## config.mk

```make
export PLATFORM = sky130hd
export DESIGN_NAME = serial_irq_enable_bank
export DESIGN_NICKNAME = d
export VERILOG_FILES = /design/src/core/sirq_bank_pkg.sv /design/src/core/serial_irq_enable_bank.sv
export SDC_FILE = /design/constraint.sdc
export NUM_CORES = 1
export LEC_CHECK = 0
export ABC_CLOCK_PERIOD_IN_PS = 2800
export BUFFER_PORTS_ARGS = -buffer_cell sky130_fd_sc_hd__buf_2
export CORE_ASPECT_RATIO = 2
export CORE_MARGIN = 1
export CORE_UTILIZATION = 58
export DETAILED_ROUTE_END_ITERATION = 10
export GPL_ROUTABILITY_DRIVEN = 1
export PLACE_DENSITY_LB_ADDON = 0.25
export RECOVER_POWER = 25
export SETUP_SLACK_MARGIN = 0.4
export SYNTH_ARGS = -nofsm -noshare
export SYNTH_HDL_FRONTEND = slang
export SYNTH_SLANG_ARGS = --single-unit
export TNS_END_PERCENT = 10
```

## constraint.sdc

```tcl
create_clock -name clk_sys_in -period 2.8 [get_ports clk_sys_in]
set_clock_uncertainty 0.1 [all_clocks]
set_input_delay 0.56 -clock clk_sys_in [delete_from_list [all_inputs] [get_ports clk_sys_in]]
set_output_delay 0.56 -clock clk_sys_in [all_outputs]
set_load 0.01 [all_outputs]
```

## src/core/sirq_bank_pkg.sv

```systemverilog
// constants and carrier types for the serial irq enable bank
package sirq_bank_pkg;

    ////////////////////////////////////////////////////////////////////////
    // register bus geometry
    localparam int ADDR_W = 4;
    localparam int DATA_W = 8;

    ////////////////////////////////////////////////////////////////////////
    // register offsets
    localparam logic [ADDR_W-1:0] CTRL1_OFFSET  = 4'h0;
    localparam logic [ADDR_W-1:0] MODE_OFFSET   = 4'h1;
    localparam logic [ADDR_W-1:0] STATUS_OFFSET = 4'h2;
    localparam logic [ADDR_W-1:0] MASK_OFFSET   = 4'h3;
    localparam logic [ADDR_W-1:0] REQ_OFFSET    = 4'h4;

    ////////////////////////////////////////////////////////////////////////
    // field positions
    localparam int IRQ11_ON_CH3_BIT = 7;
    localparam int IRQ10_ON_CH3_BIT = 6;
    localparam int IRQ9_ON_CH3_BIT  = 5;
    localparam int IRQ6_ON_CH3_BIT  = 4;
    localparam int IRQ11_ON_CH2_BIT = 3;
    localparam int DIRECT_SEL_BIT   = 0;
    localparam int EV_REQ_RISE_BIT  = 0;
    localparam int EV_AUTO_CLR_BIT  = 1;
    localparam int EV_LPC_RST_BIT   = 2;
    localparam int EV_W             = 3;

    ////////////////////////////////////////////////////////////////////////
    // reset values and masks
    localparam logic [DATA_W-1:0] CTRL1_RESET  = 8'h00;
    localparam logic [DATA_W-1:0] ENABLE_MASK  = 8'hF8;
    localparam logic              MODE_RESET   = 1'b0;
    localparam logic [EV_W-1:0]   STATUS_RESET = 3'h0;
    localparam logic [EV_W-1:0]   MASK_RESET   = 3'h0;

    ////////////////////////////////////////////////////////////////////////
    // carriers
    typedef struct packed {
        logic [ADDR_W-1:0] addr;
        logic [DATA_W-1:0] wdata;
        logic              wr;
        logic              rd;
    } reg_req_type;

    typedef struct packed {
        logic ch3a_output_full_flag;
        logic ch2_output_full_flag;
    } out_full_type;

    typedef struct packed {
        logic irq11;
        logic irq10;
        logic irq9;
        logic irq6;
    } host_irq_req_type;

endpackage

```

## src/core/serial_irq_enable_bank.sv

```systemverilog
// serial irq enable bank: host irq request enables, direct mode, event irq
//
// Design decisions made here: the address map and the address-and-strobe port.
`timescale 1ns/1ps

module serial_irq_enable_bank
    import sirq_bank_pkg::*;
(
    // clock and reset
    input  wire logic             clk_sys_in,
    input  wire logic             arst_n_in,
    // register port
    input  wire reg_req_type      reg_req_in,
    output logic [DATA_W-1:0]     rd_data_out,
    // output buffer flags, same clock
    input  wire out_full_type     out_full_in,
    // lpc pins
    input  wire logic             lpc_clk_in,
    input  wire logic             lpc_hw_reset_n_in,
    input  wire logic             lpc_sw_reset_in,
    // host requests and local interrupt
    output host_irq_req_type      host_irq_req_out,
    output logic                  irq_out
);

    ////////////////////////////////////////////////////////////////////////
    // reset release
    logic                  rst_s1_reg;
    logic                  rst_n_reg;

    always_ff @(posedge clk_sys_in or negedge arst_n_in)
    begin
        if (!arst_n_in)
        begin
            rst_s1_reg <= 1'b0;
            rst_n_reg  <= 1'b0;
        end
        else
        begin
            rst_s1_reg <= 1'b1;
            rst_n_reg  <= rst_s1_reg;
        end
    end

    ////////////////////////////////////////////////////////////////////////
    // pin synchronisers
    logic                  lpc_clk_s1_reg;
    logic                  lpc_clk_s2_reg;
    logic                  lpc_clk_s3_reg;
    logic                  hw_rst_n_s1_reg;
    logic                  hw_rst_n_s2_reg;
    logic                  sw_rst_s1_reg;
    logic                  sw_rst_s2_reg;
    logic                  lpc_edge;
    logic                  lpc_reset_active;

    always_ff @(posedge clk_sys_in or negedge rst_n_reg)
    begin
        if (!rst_n_reg)
        begin
            lpc_clk_s1_reg  <= 1'b0;
            lpc_clk_s2_reg  <= 1'b0;
            lpc_clk_s3_reg  <= 1'b0;
            hw_rst_n_s1_reg <= 1'b1;
            hw_rst_n_s2_reg <= 1'b1;
            sw_rst_s1_reg   <= 1'b0;
            sw_rst_s2_reg   <= 1'b0;
        end
        else
        begin
            lpc_clk_s1_reg  <= lpc_clk_in;
            lpc_clk_s2_reg  <= lpc_clk_s1_reg;
            lpc_clk_s3_reg  <= lpc_clk_s2_reg;
            hw_rst_n_s1_reg <= lpc_hw_reset_n_in;
            hw_rst_n_s2_reg <= hw_rst_n_s1_reg;
            sw_rst_s1_reg   <= lpc_sw_reset_in;
            sw_rst_s2_reg   <= sw_rst_s1_reg;
        end
    end

    assign lpc_edge         = lpc_clk_s2_reg & ~lpc_clk_s3_reg;
    assign lpc_reset_active = ~hw_rst_n_s2_reg | sw_rst_s2_reg;

    ////////////////////////////////////////////////////////////////////////
    // decode and flag edges
    logic                  wr_ctrl;
    logic                  rd_ctrl;
    logic                  ch3_fall;
    logic                  ch2_fall;
    out_full_type          flags_prev_reg;
    logic [DATA_W-1:0]     ctrl_reg;
    logic [DATA_W-1:0]     ctrl_next;
    logic [DATA_W-1:0]     armed_reg;
    logic                  direct_reg;

    assign wr_ctrl  = reg_req_in.wr && (reg_req_in.addr == CTRL1_OFFSET);
    assign rd_ctrl  = reg_req_in.rd && (reg_req_in.addr == CTRL1_OFFSET);
    assign ch3_fall = flags_prev_reg.ch3a_output_full_flag & ~out_full_in.ch3a_output_full_flag;
    assign ch2_fall = flags_prev_reg.ch2_output_full_flag & ~out_full_in.ch2_output_full_flag;

    always_ff @(posedge clk_sys_in or negedge rst_n_reg)
    begin
        if (!rst_n_reg)
            flags_prev_reg <= '0;
        else
            flags_prev_reg <= out_full_in;
    end

    ////////////////////////////////////////////////////////////////////////
    // enable register
    always_comb
    begin
        ctrl_next = ctrl_reg;
        if (!direct_reg)
        begin
            if (ch3_fall)
                ctrl_next[IRQ11_ON_CH3_BIT:IRQ6_ON_CH3_BIT] = 4'h0;
            if (ch2_fall)
                ctrl_next[IRQ11_ON_CH2_BIT] = 1'b0;
        end
        if (wr_ctrl)
            ctrl_next = ((ctrl_next & reg_req_in.wdata) | (reg_req_in.wdata & armed_reg)) & ENABLE_MASK;
        if (lpc_reset_active)
            ctrl_next = CTRL1_RESET;
    end

    always_ff @(posedge clk_sys_in or negedge rst_n_reg)
    begin
        if (!rst_n_reg)
            ctrl_reg <= CTRL1_RESET;
        else
            ctrl_reg <= ctrl_next;
    end

    // a read of zero arms the bit for one following write
    always_ff @(posedge clk_sys_in or negedge rst_n_reg)
    begin
        if (!rst_n_reg)
            armed_reg <= CTRL1_RESET;
        else if (rd_ctrl)
            armed_reg <= ~ctrl_reg & ENABLE_MASK;
        else if (wr_ctrl)
            armed_reg <= CTRL1_RESET;
    end

    always_ff @(posedge clk_sys_in or negedge rst_n_reg)
    begin
        if (!rst_n_reg)
            direct_reg <= MODE_RESET;
        else if (reg_req_in.wr && (reg_req_in.addr == MODE_OFFSET))
            direct_reg <= reg_req_in.wdata[DIRECT_SEL_BIT];
    end

    ////////////////////////////////////////////////////////////////////////
    // host request formation
    function automatic host_irq_req_type req_of(input logic [DATA_W-1:0] en,
                                                input logic direct,
                                                input out_full_type fl);
        logic c3;
        logic c2;
        c3 = direct | fl.ch3a_output_full_flag;
        c2 = direct | fl.ch2_output_full_flag;
        req_of.irq11 = (en[IRQ11_ON_CH3_BIT] & c3) | (en[IRQ11_ON_CH2_BIT] & c2);
        req_of.irq10 = en[IRQ10_ON_CH3_BIT] & c3;
        req_of.irq9  = en[IRQ9_ON_CH3_BIT] & c3;
        req_of.irq6  = en[IRQ6_ON_CH3_BIT] & c3;
    endfunction

    host_irq_req_type      req_now;
    host_irq_req_type      req_prev_reg;
    host_irq_req_type      host_req_reg;

    assign req_now = req_of(ctrl_reg, direct_reg, out_full_in);

    // held steady between lpc clock edges for the frame logic
    always_ff @(posedge clk_sys_in or negedge rst_n_reg)
    begin
        if (!rst_n_reg)
            host_req_reg <= '0;
        else if (lpc_edge)
            host_req_reg <= req_now;
    end

    always_ff @(posedge clk_sys_in or negedge rst_n_reg)
    begin
        if (!rst_n_reg)
            req_prev_reg <= '0;
        else
            req_prev_reg <= req_now;
    end

    assign host_irq_req_out = host_req_reg;

    ////////////////////////////////////////////////////////////////////////
    // event status, mask, interrupt
    logic [EV_W-1:0]       events;
    logic [EV_W-1:0]       status_reg;
    logic [EV_W-1:0]       mask_reg;
    logic [EV_W-1:0]       w1c;

    always_comb
    begin
        events                  = '0;
        events[EV_REQ_RISE_BIT] = |(req_now & ~req_prev_reg);
        events[EV_AUTO_CLR_BIT] = !direct_reg && !lpc_reset_active
                                  && ((ch3_fall && |ctrl_reg[IRQ11_ON_CH3_BIT:IRQ6_ON_CH3_BIT])
                                  || (ch2_fall && ctrl_reg[IRQ11_ON_CH2_BIT]));
        events[EV_LPC_RST_BIT]  = lpc_reset_active && |ctrl_reg;
    end

    assign w1c = (reg_req_in.wr && (reg_req_in.addr == STATUS_OFFSET)) ? reg_req_in.wdata[EV_W-1:0] : '0;

    // set wins over a clear in the same cycle
    always_ff @(posedge clk_sys_in or negedge rst_n_reg)
    begin
        if (!rst_n_reg)
            status_reg <= STATUS_RESET;
        else
            status_reg <= (status_reg & ~w1c) | events;
    end

    always_ff @(posedge clk_sys_in or negedge rst_n_reg)
    begin
        if (!rst_n_reg)
            mask_reg <= MASK_RESET;
        else if (reg_req_in.wr && (reg_req_in.addr == MASK_OFFSET))
            mask_reg <= reg_req_in.wdata[EV_W-1:0];
    end

    assign irq_out = |(status_reg & mask_reg);

    ////////////////////////////////////////////////////////////////////////
    // read data, valid only the cycle after the strobe
    logic [DATA_W-1:0]     rd_data_reg;
    logic [DATA_W-1:0]     rd_mux;

    always_comb
    begin
        rd_mux = '0;
        unique case (reg_req_in.addr)
            CTRL1_OFFSET:  rd_mux = ctrl_reg;
            MODE_OFFSET:   rd_mux[DIRECT_SEL_BIT] = direct_reg;
            STATUS_OFFSET: rd_mux[EV_W-1:0] = status_reg;
            MASK_OFFSET:   rd_mux[EV_W-1:0] = mask_reg;
            REQ_OFFSET:    rd_mux[3:0] = host_req_reg;
            default:       rd_mux = '0;
        endcase
    end

    always_ff @(posedge clk_sys_in or negedge rst_n_reg)
    begin
        if (!rst_n_reg)
            rd_data_reg <= '0;
        else
            rd_data_reg <= reg_req_in.rd ? rd_mux : '0;
    end

    assign rd_data_out = rd_data_reg;
endmodule

```

==> impl_metrics.csv <==
group,metric,value,unit
route,detailed_route_wire_length_per_cell,18.6,um
placed_design,detailedPlace.worstSlack,0.895,ns
clocking,worst_skew_pair.late_latency,0.30,ns
final_layout,finalCoreUtilization,69.4,%
synthesis,synthXorXnorAreaFrac,0,%
synthesis,compound_gate_fraction_of_synth_area,14.8,%
setup_path,r2r_setup_slack,1.25,ns
sta,max_freq,0.524,GHz
synthesis,synth.mux.area_fraction,5.89,%
grt,grt_pass1_wl,6320,um
clocking,cts-root-to-sink-buffers,2,
final_layout,final_cell_mix,"42 x dfrtp_1, 30 x buf_2, 17 x inv_1",
synthesis,synth_top_area_cell,"dfrtp_1",
synthesis,synthesis.yosys.warnings,0,
placed_design,place.port_buffers,33,
route,vias_cell,6.19,
final_layout,antennaDiodeCount,0,
route,routed_wl,4080,um
synthesis,seq_area_frac_synth,58.4,%
synthesis,synthTopCellsByArea,"dfrtp_1 56%, inv_1 3.4%, mux2_2 3.0%, dfstp_2 2.8%, mux2_4 2.4%",
clocking,cts_setup_buffers,0,
final_layout,layout.cells.most_common,"dfrtp_1",
floorplanning,core.rowCount,29,
pwr,total_power,1.28,mW
route,dr_total_vias,1356,
sta,finalMaxSlewViolations,0,
synthesis,post_synthesis_sequential_element_count,44,
pwr,power_density,592,nW/um2
sta,finalSetupViolations,0,
sta,timing_hold_violations_final,0,
grt,total_gr_overflow,0,
hold_path,worst_hold_startpoint,"lpc_clk_s1_reg",
sta,rsz0062_at_grt,"no",
setup_path,critical_path_peak_fanout,3,
pwr,power_frac_comb,11.8,%
clocking,tritoncts,"built",
synthesis,synth_top_area_share,55.6,%
synthesis,synthSimpleGateAreaFrac,15.6,%
status,outcome,"completed",
placed_design,routabilityCongestion,0.850,
setup_path,crit_required,2.14,ns
floorplanning,floorplan.core_area,3120,um2
clocking,cts_htree_levels,2,
final_layout,layout.filler_cells,247,
sta,worst_pin_slew,1.01,ns
sta,fin_crit_sh,68.1,%
clocking,cts_root_buf,"clkbuf_8",
grt,grt_antenna_before_repair,0,
sta,hold_ws,0.254,ns
flow_run,max_cap_viols,0,
clocking,cts-resized-gates,0,
placed_design,dpl_cell_area,2070,um2
sta,final_critical_path_setup_slack,0.892,ns
route,antenna_left,0,
floorplanning,initial_core_util,60.6,%
setup_path,timing.setup.critical_path_class,"reg2out",
route,initialDrtViolationCount,45,
synthesis,asyncSetResetFlopFracSynth,100,%
setup_path,cp_data_arrival_time,1.25,ns
setup_path,timing.rr.start,"direct_reg",
pwr,seqPwrFrac,56.3,%
sta,setup_tns,0,ns
placed_design,dpl_wire_length,2920,um
synthesis,mappedNetlistNets,170,
final_layout,instances_no_fill,219,
hold_path,hold-path-cell-count,0,
final_layout,layout-drive-gt1-share,29.8,%
hold_path,min-delay-path-class,"reg2reg",
pwr,sw_frac_of_total,25.3,%
floorplanning,fp.dieArea,3510,um2
final_layout,layout-area-overhead-vs-synth,14.6,%
synthesis,synth_enable_flop_cells,0,
grt,first_global_vias,1368,
floorplanning,overall_die_height,82.7,um
setup_path,r2r_end,"ctrl_reg[7]",
pwr,clock_power_share,31.8,%
synthesis,dominant_combinational_cell_family_by_area_after_synthesis,"simple AND/OR/NAND/NOR gates",
clocking,cts_inserted_buffers,5,
route,detailedRoute.firstPassIterationCount,5,
setup_path,worst_setup_path_end_kind,"output pin",
setup_path,timing.critical_path.from_type,"register",
synthesis,number_of_cells_produced_by_synthesis,149,
synthesis,ys_types,41,
grt,grtUsageTotal,25.0,%
synthesis,syn-cell-area,1890,um2
synthesis,synthFlopType,"dfrtp_1",
pwr,power.internal,0.958,mW
pwr,power.leakage,1.05,nW
synthesis,synth_fa_ha_area_share,0,%
final_layout,finalInstanceArea,2170,um2
clocking,clk_transition_reported_paths,0.08,ns
sta,final.min_clock_period,1.91,ns
synthesis,synth_area_per_cell,12.7,um2
grt,maximum_number_of_pins_on_one_net_before_global_route_repair,43,
final_layout,largest_register_ffs,8,
hold_path,timing.hold.worst_endpoint,"lpc_clk_s2_reg",
pwr,power.net_switching,0.325,mW
setup_path,timing.reg2reg.worst_path_depth,3,
pwr,ir_drop,587,uV
clocking,cts.hold.buffers_added,1,
floorplanning,fp.dieW,42.4,um
placed_design,dp_cells,210,
floorplanning,io_pins,34,
route,drcViolationCount,0,
sta,relSlewSlack,32.4,%
clocking,cts_sinks,44,
final_layout,finish.net_count,208,
## synthesized netlist by cell type (2+ instances only)
cell / instances
buf_4: 3
a32oi_1: 4
o21ai_0: 5
nand3b_1: 5
mux2_4: 3
and3_1: 4
and2_1: 2
a211o_1: 2
dfstp_2: 2
inv_1: 17
nand2_1: 6
o31ai_1: 4
nand3_1: 2
mux2_2: 5
nor2b_1: 4
a222oi_1: 2
o2bb2ai_1: 5
nand2b_1: 6
a211oi_1: 5
dfrtp_1: 42
## power groups by stage
stage / clock network [mW] / logic [mW] / registers [mW]
floorplan: 0 / 0.101 / 0.729
global placement: 0 / 0.144 / 0.734
detailed placement: 0 / 0.151 / 0.734
CTS: 0.416 / 0.153 / 0.723
global route: 0.439 / 0.167 / 0.729
finish: 0.409 / 0.152 / 0.723
## cells by family after synthesis
logic type / after synthesis
AOI/OAI and AO/OA: 34
muxes: 9
buffers and inverters: 21
other: 1
DFF: 44
and+or+nand+nor: 40
## critical path: stages, from the launching register on
cell and delay, ns:
dfrtp_1 0.42, a222oi_1 0.34, inv_1 0.06, buf_2 0.14
## how the worst max path moves through the flow
stage / slack [ns] / depth (start not counted) / from / to
after CTS: 0.88 / 3 / status_reg[2] / irq_out
after global routing: 0.85 / 3 / status_reg[2] / irq_out
final: 0.89 / 3 / status_reg[2] / irq_out
after detailed placement: 0.90 / 4 / reg_req_in[12] / mask_reg[2]
after global placement: 0.96 / 4 / reg_req_in[13] / mask_reg[2]
after floorplan: 1.12 / 4 / reg_req_in[13] / mask_reg[0]
## layout make-up
class | instances | area, um2 | share of cell area, %
multi-input combinational | 84 | 689 | 31.8
inverter | 17 | 63.8 | 2.95
clock buffer | 7 | 86.3 | 3.99
timing repair buffer | 35 | 176 | 8.15
clock inverter | 1 | 7.51 | 0.347
sequential | 44 | 1100 | 51.0
tap | 31 | 38.8 | 1.79
## metal layers
metal / track usage, % / up-vias / wire [um]
li1: - / 617 / -
met1: 25.6 / 677 / 1440
met2: 47.5 / 53 / 2360
met3: 3.91 / 9 / 166
met4: 12.8 / 0 / 112
met5: 0 / - / 0
Note: power is estimated with default switching activity, not from simulation.
